===== config.mk =====
export PLATFORM = sky130hd
export DESIGN_NAME = hsb_ctrl
export DESIGN_NICKNAME = d
export VERILOG_FILES = /design/src/rtl/hsb_pkg.sv /design/src/rtl/hsb_pair.sv /design/src/rtl/hsb_ctrl.sv
export SDC_FILE = /design/constraint.sdc
export NUM_CORES = 1
export LEC_CHECK = 0
export BUFFER_PORTS_ARGS = -buffer_cell sky130_fd_sc_hd__buf_2
export CAP_MARGIN = 15
export CORE_ASPECT_RATIO = 1.25
export CORE_MARGIN = 4
export CORE_UTILIZATION = 50
export CTS_BUF_LIST = sky130_fd_sc_hd__clkbuf_4
export CTS_CLUSTER_SIZE = 20
export DETAILED_ROUTE_END_ITERATION = 12
export GPL_ROUTABILITY_DRIVEN = 0
export PLACE_DENSITY = 0.77
export SLEW_MARGIN = 10
export SYNTH_ARGS = -nofsm -noshare
export SYNTH_HDL_FRONTEND = slang
export SYNTH_HIERARCHICAL = 1
export SYNTH_SLANG_ARGS = --single-unit

===== constraint.sdc =====
create_clock -name clock -period 2.4 [get_ports clock]
set_input_delay 0.48 -clock clock [delete_from_list [all_inputs] [get_ports clock]]
set_output_delay 0.48 -clock clock [all_outputs]
set_load 0.05 [all_outputs]

===== src/rtl/hsb_pkg.sv =====
// Purpose: Shared constants for the hot-swap bus buffer control logic
// Assumes: 50 MHz system clock
// Notes:   Times are in ns; cycle counts derive from them
package hsb_pkg;

  // ------------------------------------------------------------------
  // Timing
  // ------------------------------------------------------------------
  localparam int CLK_PERIOD_NS = 20;
  localparam int INIT_TIME_NS  = 2000;
  localparam int IDLE_TIME_NS  = 60000;
  localparam int INIT_CYCLES   = (INIT_TIME_NS + CLK_PERIOD_NS - 1)
                                 / CLK_PERIOD_NS;
  localparam int IDLE_CYCLES   = (IDLE_TIME_NS + CLK_PERIOD_NS - 1)
                                 / CLK_PERIOD_NS;
  localparam int CNT_W         = 16;
  // Synchroniser depth, and its reset pattern: lines high, enable low
  localparam int SYNC_STAGES   = 2;
  localparam logic [4:0] SYNC_RST = 5'h1e;

  // ------------------------------------------------------------------
  // Connect state machine
  // ------------------------------------------------------------------
  typedef enum logic [3:0] {
    ST_OFF  = 4'h1,
    ST_INIT = 4'h2,
    ST_WAIT = 4'h4,
    ST_CONN = 4'h8
  } hsb_state_t;

endpackage : hsb_pkg


===== src/rtl/hsb_pair.sv =====
// Purpose: One connected line pair (data or clock) with low propagation
// Assumes: Inputs already synchronised; open-drain outputs, oe=drive low
// Notes:   Latches which side first went low to avoid self-holding
`timescale 1ns/100ps
module hsb_pair (
  input  wire logic clock,
  input  wire logic rst,
  input  wire logic connect,
  input  wire logic bp_in,
  input  wire logic cd_in,
  output logic      bp_oe,
  output logic      cd_oe,
  output logic      accel
);

  // Blanking counter must hold the synchroniser depth
  if (hsb_pkg::SYNC_STAGES < 1 || hsb_pkg::SYNC_STAGES > 3) begin : g_bad_hold
    $error("hsb_pair: synchroniser depth out of range");
  end

  localparam logic [1:0] HOLD_SET = 2'(hsb_pkg::SYNC_STAGES);

  logic       bp_drv_r;
  logic       bp_drv_nxt;
  logic       cd_drv_r;
  logic       cd_drv_nxt;
  logic       acc_r;
  logic       acc_nxt;
  logic [1:0] bp_hold_r;
  logic [1:0] bp_hold_nxt;
  logic [1:0] cd_hold_r;
  logic [1:0] cd_hold_nxt;
  logic       bp_low;
  logic       cd_low;

  // A wire we just let go still reads low through the synchronisers;
  // without blanking, the pair would echo its own release back and forth
  assign bp_low = !bp_in && (bp_hold_r == 2'h0);
  assign cd_low = !cd_in && (cd_hold_r == 2'h0);

  // ------------------------------------------------------------------
  // Pull-down direction
  // ------------------------------------------------------------------
  // A side we drive reads low; only a low we do not drive is external.
  always_comb begin
    bp_drv_nxt = 1'b0;
    cd_drv_nxt = 1'b0;
    acc_nxt    = 1'b0;
    if (connect) begin
      if (cd_drv_r) begin
        cd_drv_nxt = !bp_in;
      end else if (bp_drv_r) begin
        bp_drv_nxt = !cd_in;
      end else if (bp_low) begin
        cd_drv_nxt = 1'b1;
      end else if (cd_low) begin
        bp_drv_nxt = 1'b1;
      end
      // Release seen high: pull-down off, accelerator on for one cycle
      acc_nxt = (bp_drv_r || cd_drv_r) &&
                !(bp_drv_nxt || cd_drv_nxt);
    end
    bp_hold_nxt = (bp_hold_r == 2'h0) ? 2'h0 : bp_hold_r - 2'h1;
    cd_hold_nxt = (cd_hold_r == 2'h0) ? 2'h0 : cd_hold_r - 2'h1;
    if (bp_drv_r && !bp_drv_nxt) begin
      bp_hold_nxt = HOLD_SET;
    end
    if (cd_drv_r && !cd_drv_nxt) begin
      cd_hold_nxt = HOLD_SET;
    end
  end

  always_ff @(posedge clock) begin
    if (rst) begin
      bp_drv_r  <= 1'b0;
      cd_drv_r  <= 1'b0;
      acc_r     <= 1'b0;
      bp_hold_r <= 2'h0;
      cd_hold_r <= 2'h0;
    end else begin
      bp_drv_r  <= bp_drv_nxt;
      cd_drv_r  <= cd_drv_nxt;
      acc_r     <= acc_nxt;
      bp_hold_r <= bp_hold_nxt;
      cd_hold_r <= cd_hold_nxt;
    end
  end

  assign bp_oe = bp_drv_r;
  assign cd_oe = cd_drv_r;
  // Gated so a pulse launched just before enable fell never shows
  assign accel = acc_r && connect;
endmodule : hsb_pair


===== src/rtl/hsb_ctrl.sv =====
// Purpose: Connect control of a hot-swap two-wire bus buffer
// Assumes: All pins asynchronous to clock; rst models power-up
// Notes:   Open-drain pins: _in level, _oe high pulls the wire low
`timescale 1ns/100ps

// Behaviour
// - Enable low isolates both sides, kills accelerators and pull-ups.
// - The ready flag is pulled low when disconnected, released connected.
// - During power-up only the ready flag is driven (low) until init releases the part.
// - Power-up with enable high or an enable rise starts initialization.
// - The stop and idle detector arms only after initialization ends.
// - Connect after all four lines idle high long enough or on a STOP.
// - Backplane pull-ups stay on from init until enable low or reset.
// - While connected a low on one pin of a pair drives the other low.
// - Both pins stay low until the external driver on the side that went low first lets go.
// - On a release the pull-down turns off and accelerators fire.
// - After enable rises, wait for both sides to finish traffic.
// - Ready goes high only with enable high and start-up complete.
module hsb_ctrl #(
  parameter int INIT_CYCLES = hsb_pkg::INIT_CYCLES,
  parameter int IDLE_CYCLES = hsb_pkg::IDLE_CYCLES
) (
  input  wire logic clock,
  input  wire logic rst,
  input  wire logic enable,
  input  wire logic backplane_data_line_in,
  output logic      backplane_data_line_oe,
  input  wire logic backplane_clock_line_in,
  output logic      backplane_clock_line_oe,
  input  wire logic card_data_line_in,
  output logic      card_data_line_oe,
  input  wire logic card_clock_line_in,
  output logic      card_clock_line_oe,
  output logic      ready_oe,
  output logic      pullup_on,
  output logic      accel_data,
  output logic      accel_clock
);

  // Counts must fit the shared counter
  if (INIT_CYCLES < 1 || IDLE_CYCLES < 1 ||
      INIT_CYCLES >= (1 << hsb_pkg::CNT_W) ||
      IDLE_CYCLES >= (1 << hsb_pkg::CNT_W)) begin : g_bad_counts
    $error("hsb_ctrl: cycle counts out of range");
  end

  localparam logic [hsb_pkg::CNT_W-1:0] INIT_LAST =
    (hsb_pkg::CNT_W)'(INIT_CYCLES - 1);
  localparam logic [hsb_pkg::CNT_W-1:0] IDLE_LAST =
    (hsb_pkg::CNT_W)'(IDLE_CYCLES - 1);

  // ------------------------------------------------------------------
  // Input synchronisers
  // ------------------------------------------------------------------
  // Bit order: 0 enable, 1 bp data, 2 bp clock, 3 card data, 4 card clock
  logic [4:0] pin_raw;
  logic [4:0] meta_r;
  logic [4:0] sync_r;
  logic [4:0] sync_nxt;

  assign pin_raw = {card_clock_line_in, card_data_line_in,
                    backplane_clock_line_in, backplane_data_line_in, enable};

  // Lines idle high after reset so no false STOP is seen
  always_ff @(posedge clock) begin
    if (rst) begin
      meta_r <= hsb_pkg::SYNC_RST;
      sync_r <= hsb_pkg::SYNC_RST;
    end else begin
      meta_r <= pin_raw;
      sync_r <= sync_nxt;
    end
  end
  always_comb begin
    sync_nxt = meta_r;
  end

  logic en_s;
  logic bpd_s;
  logic bpc_s;
  logic cdd_s;
  logic cdc_s;
  assign en_s  = sync_r[0];
  assign bpd_s = sync_r[1];
  assign bpc_s = sync_r[2];
  assign cdd_s = sync_r[3];
  assign cdc_s = sync_r[4];

  // ------------------------------------------------------------------
  // Connect state machine
  // ------------------------------------------------------------------
  hsb_pkg::hsb_state_t         st_r;
  hsb_pkg::hsb_state_t         st_nxt;
  logic [hsb_pkg::CNT_W-1:0]   cnt_r;
  logic [hsb_pkg::CNT_W-1:0]   cnt_nxt;
  logic                        bpd_prev_r;
  logic                        bpd_prev_nxt;
  logic                        all_high;
  logic                        stop_seen;

  assign all_high  = bpd_s && bpc_s && cdd_s && cdc_s;
  // STOP: backplane data rises while backplane clock is high
  assign stop_seen = bpd_s && !bpd_prev_r && bpc_s;

  always_comb begin
    st_nxt       = st_r;
    cnt_nxt      = cnt_r;
    bpd_prev_nxt = bpd_s;
    case (st_r)
      hsb_pkg::ST_OFF: begin
        cnt_nxt = '0;
        if (en_s) begin
          st_nxt = hsb_pkg::ST_INIT;
        end
      end
      hsb_pkg::ST_INIT: begin
        cnt_nxt = cnt_r + 1'b1;
        if (cnt_r == INIT_LAST) begin
          st_nxt  = hsb_pkg::ST_WAIT;
          cnt_nxt = '0;
        end
      end
      hsb_pkg::ST_WAIT: begin
        // Any low on any line restarts the idle count
        cnt_nxt = all_high ? cnt_r + 1'b1 : '0;
        if (all_high && (stop_seen || cnt_r == IDLE_LAST)) begin
          st_nxt = hsb_pkg::ST_CONN;
        end
      end
      hsb_pkg::ST_CONN: begin
        cnt_nxt = '0;
      end
      default: begin
        st_nxt  = hsb_pkg::ST_OFF;
        cnt_nxt = '0;
      end
    endcase
    if (!en_s) begin
      st_nxt  = hsb_pkg::ST_OFF;
      cnt_nxt = '0;
    end
  end

  always_ff @(posedge clock) begin
    if (rst) begin
      st_r       <= hsb_pkg::ST_OFF;
      cnt_r      <= '0;
      bpd_prev_r <= 1'b1;
    end else begin
      st_r       <= st_nxt;
      cnt_r      <= cnt_nxt;
      bpd_prev_r <= bpd_prev_nxt;
    end
  end

  logic connected;
  assign connected = (st_r == hsb_pkg::ST_CONN) && en_s;

  // ------------------------------------------------------------------
  // Line pairs
  // ------------------------------------------------------------------
  hsb_pair u_data (
    .clock   (clock),
    .rst     (rst),
    .connect (connected),
    .bp_in   (bpd_s),
    .cd_in   (cdd_s),
    .bp_oe   (backplane_data_line_oe),
    .cd_oe   (card_data_line_oe),
    .accel   (accel_data)
  );

  hsb_pair u_clock (
    .clock   (clock),
    .rst     (rst),
    .connect (connected),
    .bp_in   (bpc_s),
    .cd_in   (cdc_s),
    .bp_oe   (backplane_clock_line_oe),
    .cd_oe   (card_clock_line_oe),
    .accel   (accel_clock)
  );

  // ------------------------------------------------------------------
  // Flags
  // ------------------------------------------------------------------
  assign ready_oe  = !connected;
  assign pullup_on = (st_r != hsb_pkg::ST_OFF) && en_s;
endmodule : hsb_ctrl


* Word level (Yosys, flattened, before mapping) *
Cells that the tools add are included.

word-level totals
  bits in registers = 45
  input bits = 7
  output and inout port bits = 8
  word-level logic and storage cells = 120

cells by class
  add/sub/neg operators = 5
  equality and inequality tests = 9
  multiplexer cells = 36
  bitwise logic cells = 3
  reductions and logical operators = 48

operators with widths
  operator                                                             count
  16-bit two-way mux                                                   2
  16-bit one-hot mux with 2 select lines                               1
  1-bit two-way mux                                                    22
  1-bit logical AND                                                    20
  16-bit by 1-bit adder with 16-bit output (second input constant)     1
  16-bit by 12-bit == test with 1-bit output (second input constant)   1
  16-bit by 7-bit == test with 1-bit output (second input constant)    1
  2-bit two-way mux                                                    8
  4-bit one-hot mux with 4 select lines                                1
  1-bit logical NOT                                                    12
  3-bit OR reduction                                                   4
  2-bit logical NOT                                                    4
  4-bit two-way mux                                                    2
  2-bit by 1-bit subtractor with 2-bit output (second input constant)  4
  1-bit logical OR                                                     5
  4-bit by 1-bit == test with 1-bit output (second input constant)     1
  4-bit by 2-bit == test with 1-bit output (second input constant)     1
  4-bit by 3-bit == test with 1-bit output (second input constant)     1
  4-bit == test (second input constant)                                1
  2-bit != test (second input constant)                                2
  4-bit by 1-bit != test with 1-bit output (second input constant)     1
  2-bit OR reduction                                                   2
  1-bit inverter                                                       3
  3-bit AND reduction                                                  1

* Logic depth before layout (Yosys ltp) *
Gate-level depths: netlist of run 1.

  word-level depth = 11
  gate-level depth with buffers = 7
  mapped depth without buffers = 6

* Modules after synthesis *
Netlist of run 1, hierarchy kept.

by module, submodules not included
  module    instances  cells an instance  area an instance (µm²)  sequential area each (µm²)
  hsb_ctrl  1          138                1,285.0                 620.6
  hsb_pair  2          31                 282.8                   140.1

* Least setup slack after synthesis of run 1 *
OpenSTA, ideal clock, no wires.

  kind = reg2out
  from = register st_r[1]
  to = output port accel_clock
  data arrival time = 1.877 ns
  data required time = 1.920 ns
  slack = 0.043 ns
  cell stages (with the launch flop) = 6
  path buffers = 1
  cell sequence = dfxtp_1 -> clkbuf_1 -> nor4b_1 -> nand2_1 -> inv_1 -> and2_1

between the ends
  cells in the longest elaborated chain, start to end = 3

RTL lines
  element                 RTL line         RTL
  start, declared         hsb_ctrl.sv:92   hsb_pkg::hsb_state_t st_r;
  start signal, assigned  hsb_ctrl.sv:146  st_r <= hsb_pkg::ST_OFF;
  start signal, assigned  hsb_ctrl.sv:150  st_r <= st_nxt;
  4-bit == test           hsb_ctrl.sv:157  assign connected = (st_r == hsb_pkg::ST_CONN) && en_s;
  1-bit logical AND       hsb_ctrl.sv:157
  net connected           hsb_ctrl.sv:156  logic connected;
  1-bit logical AND       hsb_pair.sv:92   assign accel = acc_r && connect;
  end, declared           hsb_ctrl.sv:37   output logic accel_clock

The timed path passes the listed nets, and every way through them passes these cells.

* Worst setup path after layout of run 1 *
  from = register st_r[3]
  to = output port accel_clock

The elaborated chain is that of the path after synthesis.

==> impl_metrics.yaml, run 1 <==
run_status:
  outcome: "finished clean"
critical_path:
  path_class: "reg -> out"
  crit_fanout: 8
  required_ns: 1.92
  slowest_delay_ns: 0.47
  end_kind: "output pin"
  cp_slowest_cell: "dfxtp_1"
  critPathTopFamily: "simple AND/OR/NAND/NOR gates"
  crit_arrival_ns: 1.77
  cp_num_buf_inv: 2
  path_cells: "nor4b_4 -> nand2_1 -> inv_1 -> and2_1 -> buf_2"
  cp-start-kind: "register"
synthesis:
  syn_nets: 208
  syn_avg_cell_area_um2: 9.253
  ys_warn_count: 6
  async_flop_share_pct: 0
  ys_seq_elements: 45
  post_synth_num_cell_types: 37
  yosysTopAreaCell: "dfxtp_1"
  synth_sequential_area_ratio_pct: 48.68
  synth_area_mm2: 0.001851
  synth_ff_type: "dfxtp_1"
  synth_top_area_share_pct: 48.68
  synth_edf_count: 0
  syn_inst: 200
  synth.top_cells.by_area: "dfxtp_1 (49%), nor2_1 (5.5%), xnor2_1 (4.7%)"
route:
  first_pass_iters: 4
  vias_per_cell: 5.481
  vias: 1425
  drc: 0
  wl_per_cell_um: 12.26
  drtIter0Drc: 67
  drt_wl_total_mm: 3.187
  ant_nets: 0
die:
  die_h_um: 76.02
  fp.dieW_um: 62.42
  rows: 24
  dieArea_mm2: 0.004744
  design.core.area_mm2: 0.003513
  initial_utilization_pct: 52.67
  boundaryPins: 15
global_routing:
  grt_pass1_wl_mm: 5.568
  grtUsageTotal_pct: 14.10
  antenna_found_initial: 0
  grt_pass1_vias: 1306
  grt-ovfl-total: 0
  grt_max_degree: 25
cells_and_area:
  nets: 228
  final_area_mm2: 0.002042
  syn_to_final_growth_pct: 10.34
  layout_commonest_cell: "dfxtp_1"
  drive_gt1_share_pct: 19.91
  diodes: 0
  fill_cells: 320
  final_cell_mix: "dfxtp_1 (45), nor2_1 (27), buf_2 (14)"
timing:
  worstMarginPinSlew_ns: 0.7005
  setup_viol: 0
  slew_viol_final: 0
  fin_crit_sh_pct: 93.55
  skew_ns: 0.01846
  hold_violations: 0
  timing.final.crit_period_ns: 2.245
  finalSetupTns_ns: 0
  slew_headroom_pct: 53.09
  fmax_ghz: 0.4454
  rsz0062_at_grt: "false"
place:
  placed_cell_area_mm2: 0.001969
  port_buffers: 14
  dp_hpwl_mm: 2.292
clock_network:
  htreeDepth: 2
  cts_buffers: 5
  root_buffer: "clkbuf_4"
  cts_tree: "built"
  clkTransAtPathRegs_ns: 0.13
  clk_latency_ns: 0.37
  clock_sinks: 45
  hold_buffers: 0
  cts_buffer_depth: 2
pwr:
  ir_worst_vdd_uv: 469.3
  p_leak_uw: 0.0007059
  power_density_mw_per_mm2: 563.3
run:
  cap_violations: 0
hold_path:
  hold_path_class: "in -> reg"
sequential cells by signal, indices dropped and copies added, names as in the netlist, 2 cells and up:
| name | flops |
|---|---|
| cnt_r | 16 |
| meta_r | 5 |
| st_r | 4 |
| sync_r | 5 |
| u_clock/bp_hold_r | 2 |
| u_clock/cd_hold_r | 2 |
| u_data/bp_hold_r | 2 |
| u_data/cd_hold_r | 2 |
what timing repair did:
action,4_1_cts,5_1_grt
resized for setup,1,1
pin swaps,0,0
setup buffers,0,0
setup endpoints to repair,2,2
routing by layer:
metal	track usage [%]	wire length, um	share of wire [%]
met1	17.95	1503	47
met2	21.58	1458	46
met3	4.130	144	4.5
met4	7.006	80	2.5
met5	0	0	0
where the power goes:
part	internal (uW)	switching, uW
sequential	756	7.49
combinational	14.1	13.2
clock	114	245
total	885	266
cell type report:
| cell class | instances | area, um2 | share of cell area [%] |
|---|---|---|---|
| sequential | 45 | 900.9 | 44.12 |
| inverter | 8 | 30.03 | 1.471 |
| tap | 39 | 48.80 | 2.390 |
| clock buffer | 5 | 37.54 | 1.838 |
| timing repair buffer | 17 | 92.59 | 4.534 |
| clock inverter | 3 | 20.02 | 0.9804 |
| multi-input combinational | 143 | 912.1 | 44.67 |
metrics by stage:
step / utilization [%] / hold WS [ns] / setup WS [ns] / total power [uW] / instances
2_1_floorplan: - / 0.3895 / 0.04316 / 793.7 / 200
3_3_place_gp: 56.05 / 0.3915 / 0.3473 / 806.5 / 252
3_5_place_dp: 56.05 / 0.3972 / 0.3157 / 807.5 / 252
4_1_cts: 57.87 / 0.2795 / 0.07629 / 1159 / 260
5_1_grt: 58.12 / 0.2809 / 0.01159 / 1194 / 260
6_report: 58.12 / 0.2869 / 0.1548 / 1150 / 260
Yosys cell counts, types with 2 or more instances:
library cell,number
and2_1,3
a21oi_2,2
nor2b_1,4
o31ai_2,2
nor4_1,7
o21ai_0,3
a21oi_1,8
nor2_1,27
dfxtp_1,45
xor2_1,5
a31oi_1,2
nand3_1,5
clkbuf_1,3
nand3b_1,2
nand4_1,4
nor4b_2,2
o21ai_1,4
or3_1,2
nand2_1,13
inv_1,8
nor4b_1,5
nor3_1,6
and3_1,4
nand2b_1,3
nor3_2,2
or2_2,9
xnor2_1,10
logic make-up (layout without fill, tap and decap cells):
kind of cell | after synthesis | count (layout) | share of synthesized area, %
AOI/OAI and AO/OA | 24 | 24 | 8.317
xor gates and xnor gates | 15 | 15 | 7.099
adders and majority gates | 1 | 1 | 0.6760
buffers and inverters | 12 | 33 | 2.840
DFF | 45 | 45 | 48.68
and+or+nand+nor | 103 | 103 | 32.39
path summary, 6_finish.rpt:
check	startpoint	to	slack (ns)	cells after the start
worst min-delay path	card_data_line_in	meta_r[3]	0.29	2
worst min register to register	meta_r[2]	sync_r[2]	0.43	1
worst max register to register	cnt_r[0]	cnt_r[2]	0.26	6
worst max-delay path	st_r[3]	accel_clock	0.15	5
Note: power is estimated with default switching activity, not from simulation.
==> run 2: changes to the inputs <==
- PLACE_DENSITY: 0.77 -> not set
- PLACE_DENSITY_LB_ADDON: not set -> 0.15
==> impl_metrics.yaml, run 2 (synthesis gave the netlist of run 1 again) <==
run_status:
  outcome: "finished clean"
die:
  fp.dieW_um: 62.42
  dieArea_mm2: 0.004744
  boundaryPins: 15
  initial_utilization_pct: 52.67
  rows: 24
  design.core.area_mm2: 0.003513
  die_h_um: 76.02
cells_and_area:
  fin_cells: 259
  diodes: 0
  drive_gt1_share_pct: 20.91
  largest_reg_flops: 16
  top_regs: "cnt_r: 16 flops, meta_r: 5 flops, sync_r: 5 flops"
  syn_to_final_growth_pct: 10.14
  finish.utilization_pct: 58.01
  final_area_mm2: 0.002038
  regMostFlops: "cnt_r"
  final_cell_mix: "dfxtp_1 (44), nor2_1 (27), buf_2 (14)"
  nets: 227
  layout_commonest_cell: "dfxtp_1"
critical_path:
  end_kind: "output pin"
  cp-start-kind: "register"
  cp_slowest_cell: "dfxtp_1"
  required_ns: 1.92
  path_class: "reg -> out"
  crit_fanout: 8
  slowest_delay_ns: 0.40
  worstReg2RegStart: "cnt_r[3]"
  path_cells: "nor4b_4 -> nand2_1 -> inv_2 -> and2_1 -> buf_2"
  crit_arrival_ns: 1.73
  crit_cells: 5
  r2r_cells: 4
  critPathTopFamily: "simple AND/OR/NAND/NOR gates"
  cp_num_buf_inv: 2
  crit_start: "st_r[0]"
route:
  vias_per_cell: 5.409
  first_pass_iters: 4
  ant_nets: 0
  vias: 1401
  drt_wl_total_mm: 3.382
  drtIter0Drc: 52
  wl_per_cell_um: 13.06
  drc: 0
clock_network:
  cts_buffers: 5
  clkTransAtPathRegs_ns: 0.13
  cts_tree: "built"
  htreeDepth: 2
  cts_buffer_depth: 2
  root_buffer: "clkbuf_4"
  clk_latency_ns: 0.35
  hold_buffers: 0
  clock_sinks: 45
pwr:
  p_leak_uw: 0.0006971
  power_density_mw_per_mm2: 566.4
  ir_worst_vdd_uv: 389.2
hold_path:
  hold_start: "card_data_line_in"
  whs_path_depth: 2
  hold_path_class: "in -> reg"
timing:
  setup_viol: 0
  rsz0062_at_grt: "false"
  finalSetupTns_ns: 0
  slew_headroom_pct: 56.74
  hold_violations: 0
  skew_ns: 0.01375
  fmax_ghz: 0.4524
  slew_viol_final: 0
  worstMarginPinSlew_ns: 0.6399
  fin_crit_sh_pct: 92.10
  timing.final.crit_period_ns: 2.211
global_routing:
  grt_pass1_vias: 1377
  antenna_found_initial: 0
  grt_max_degree: 25
  grtUsageTotal_pct: 15.74
  grt-ovfl-total: 0
  grt_pass1_wl_mm: 6.141
run:
  cap_violations: 0
place:
  dp_hpwl_mm: 2.513
  placed_cell_area_mm2: 0.001962
  place_inst: 251
  port_buffers: 14
[run 2: cell types whose count changed in the layout (fill, tap and decap cells not counted), sizes merged]
cell	delta
clkbuf	+1
clkinv	-1
clkinvlp	+1
inv	-1
buf	-1
[run 2: where the power goes]
group	internal [uW]	switching (uW)	total [uW]
sequential	756	7.56	764
clock	126	238	364
combinational	14.0	13.2	27.2
total	896	258	1150
[run 2: worst paths after layout]
kind                      end  slack, ns
hold reg to reg     sync_r[4]       0.42
setup / recovery  accel_clock       0.19
hold / removal      meta_r[3]       0.30
setup reg to reg    cnt_r[15]       0.60
[run 2: per-stage QoR]
stage	power [uW]	hold slack (ns)	setup slack (ns)
final	1154	0.3016	0.1895
after global routing	1213	0.2660	0.02374
after global placement	806.4	0.3914	0.4376
after detailed placement	807.4	0.3947	0.3657
after CTS	1168	0.2889	0.05870
after floorplan	793.7	0.3895	0.04316
[run 2: final cells by class]
class	count	area [um2]
Inverter	8	30.03
Sequential cell	45	902.1
Clock buffer	6	45.04
Clock inverter	2	15.01
Tap cell	39	48.80
Fill cell	324	1475
Multi-Input combinational cell	143	912.1
Timing Repair Buffer	16	85.08
[run 2: routing by layer]
layer | part of all wire (%) | up-vias | wire length, um | track usage, %
met2 | 51 | 23 | 1715 | 26.04
li1 | - | 725 | - | -
met5 | 0 | - | 0 | 0
met1 | 43 | 645 | 1467 | 18.83
met3 | 3.6 | 8 | 122 | 4.277
met4 | 2.2 | 0 | 76 | 7.006
[run 2: what timing repair did]
action | 4_1_cts | 5_1_grt
buffers inserted | 0 | 0
setup endpoints to repair | 2 | 2
pin swaps | 0 | 0
gates resized for setup | 1 | 3
==> run 3: changes to the inputs <==
- CORE_ASPECT_RATIO: 1.25 -> 1.4
- PLACE_DENSITY_LB_ADDON: 0.15 -> 0.1
- SLEW_MARGIN: 10 -> not set
==> impl_metrics.yaml, run 3 (synthesis gave the netlist of run 1 again) <==
cells_and_area:
  largest_reg_flops: 16
  regMostFlops: "cnt_r"
  top_regs: "cnt_r: 16 flops, meta_r: 5 flops, sync_r: 5 flops"
  regArea_um2: 902.1
  drive_gt1_share_pct: 20.91
  fill_cells: 332
  multiInputGateArea_um2: 903.4
  diodes: 0
  nets: 227
  syn_to_final_growth_pct: 9.736
  layout_commonest_cell: "dfxtp_1"
  final_cell_mix: "dfxtp_1 (44), nor2_1 (27), buf_2 (14)"
  fin_cells: 260
run:
  cap_violations: 0
global_routing:
  grt_max_degree: 25
  grt_pass1_vias: 1420
  grt_pass1_wl_mm: 6.265
  antenna_found_initial: 0
  grtUsageTotal_pct: 17.10
  grt-ovfl-total: 0
run_status:
  outcome: "finished clean"
pwr:
  ir_worst_vdd_uv: 487.7
  p_leak_uw: 0.0007016
  totalPowerFinal_uw: 1157
  power_density_mw_per_mm2: 569.7
route:
  drtIter0Drc: 41
  drc: 0
  drt_wl_total_mm: 3.524
  first_pass_iters: 4
  vias_per_cell: 5.396
  ant_nets: 0
  vias: 1403
  wl_per_cell_um: 13.55
critical_path:
  cp-start-kind: "register"
  end_kind: "output pin"
  required_ns: 1.92
  rrSetupSlack_ns: 0.59
  crit_arrival_ns: 1.72
  crit_fanout: 8
  path_class: "reg -> out"
clock_network:
  cts_buffer_depth: 2
  hold_buffers: 0
  clk_latency_ns: 0.35
  cts_buffers: 5
  clkTransAtPathRegs_ns: 0.13
  root_buffer: "clkbuf_4"
  clock_sinks: 45
  cts_setup_buffers: 0
  cts_tree: "built"
  htreeDepth: 2
timing:
  slew_viol_final: 0
  timing.final.crit_period_ns: 2.195
  fin_crit_sh_pct: 91.47
  rsz0062_at_grt: "false"
  slew_headroom_pct: 56.34
  skew_ns: 0.01456
  finalSetupTns_ns: 0
  worstMarginPinSlew_ns: 0.6459
  setup_viol: 0
  hold_violations: 0
  fmax_ghz: 0.4555
hold_path:
  hold_path_class: "in -> reg"
die:
  design.core.area_mm2: 0.003472
  fp.dieW_um: 59.42
  dieArea_mm2: 0.004752
  rows: 25
  initial_utilization_pct: 53.30
  boundaryPins: 15
  die_h_um: 79.98
place:
  place_inst: 252
  dp_hpwl_mm: 2.619
  port_buffers: 14
-- run 3: per-stage QoR --
stage | utilization [%] | cell area, um2 | hold slack, ns | worst slack [ns]
2_1_floorplan | - | 1851 | 0.3895 | 0.04316
3_3_place_gp | 56.54 | 1963 | 0.3951 | 0.4342
3_5_place_dp | 56.54 | 1963 | 0.3930 | 0.4046
4_1_cts | 58.45 | 2029 | 0.2924 | 0.05334
5_1_grt | 58.49 | 2031 | 0.2865 | 0.04524
6_report | 58.49 | 2031 | 0.3105 | 0.2048
-- run 3: per-layer routing --
metal | wire [um] | GRT usage (%) | share of wire (%)
met1 | 1514 | 19.66 | 43
met2 | 1851 | 29.76 | 53
met3 | 110 | 4.693 | 3.1
met4 | 46 | 5.442 | 1.3
met5 | 0 | 0 | 0
-- run 3: path summary, 6_finish.rpt --
check                to         startpoint  cells past startpoint
min           meta_r[3]  card_data_line_in                      2
min reg2reg   sync_r[4]          meta_r[4]                      1
max reg2reg   cnt_r[15]           cnt_r[4]                      4
max          accel_data            st_r[1]                      5
-- run 3: repair_timing --
| action | CTS | global route |
|---|---|---|
| setup endpoints to repair | 2 | 2 |
| cloned | 0 | 0 |
| gates resized for setup | 1 | 2 |
-- run 3: final cells by class --
type | count | area share [%]
tap | 40 | 2.465
sequential | 45 | 44.42
multi-input combinational | 143 | 44.49
inverter | 8 | 1.479
clock buffer | 7 | 2.588
timing repair buffer | 16 | 4.190
clock inverter | 1 | 0.3697
-- run 3: where the power goes --
group	internal, uW	switching, uW	leakage, uW
Combinational	14.0	13.6	0.000304
Sequential	756	7.39	0.000366
Clock	139	227	0.0000324
-- run 3: worst max-delay path, cell delays in order, from the launching register on --
cell and delay, ns:
dfxtp_1 0.40, nor4b_2 0.31, nand2_1 0.12, inv_2 0.14
and2_1 0.14, buf_2 0.26
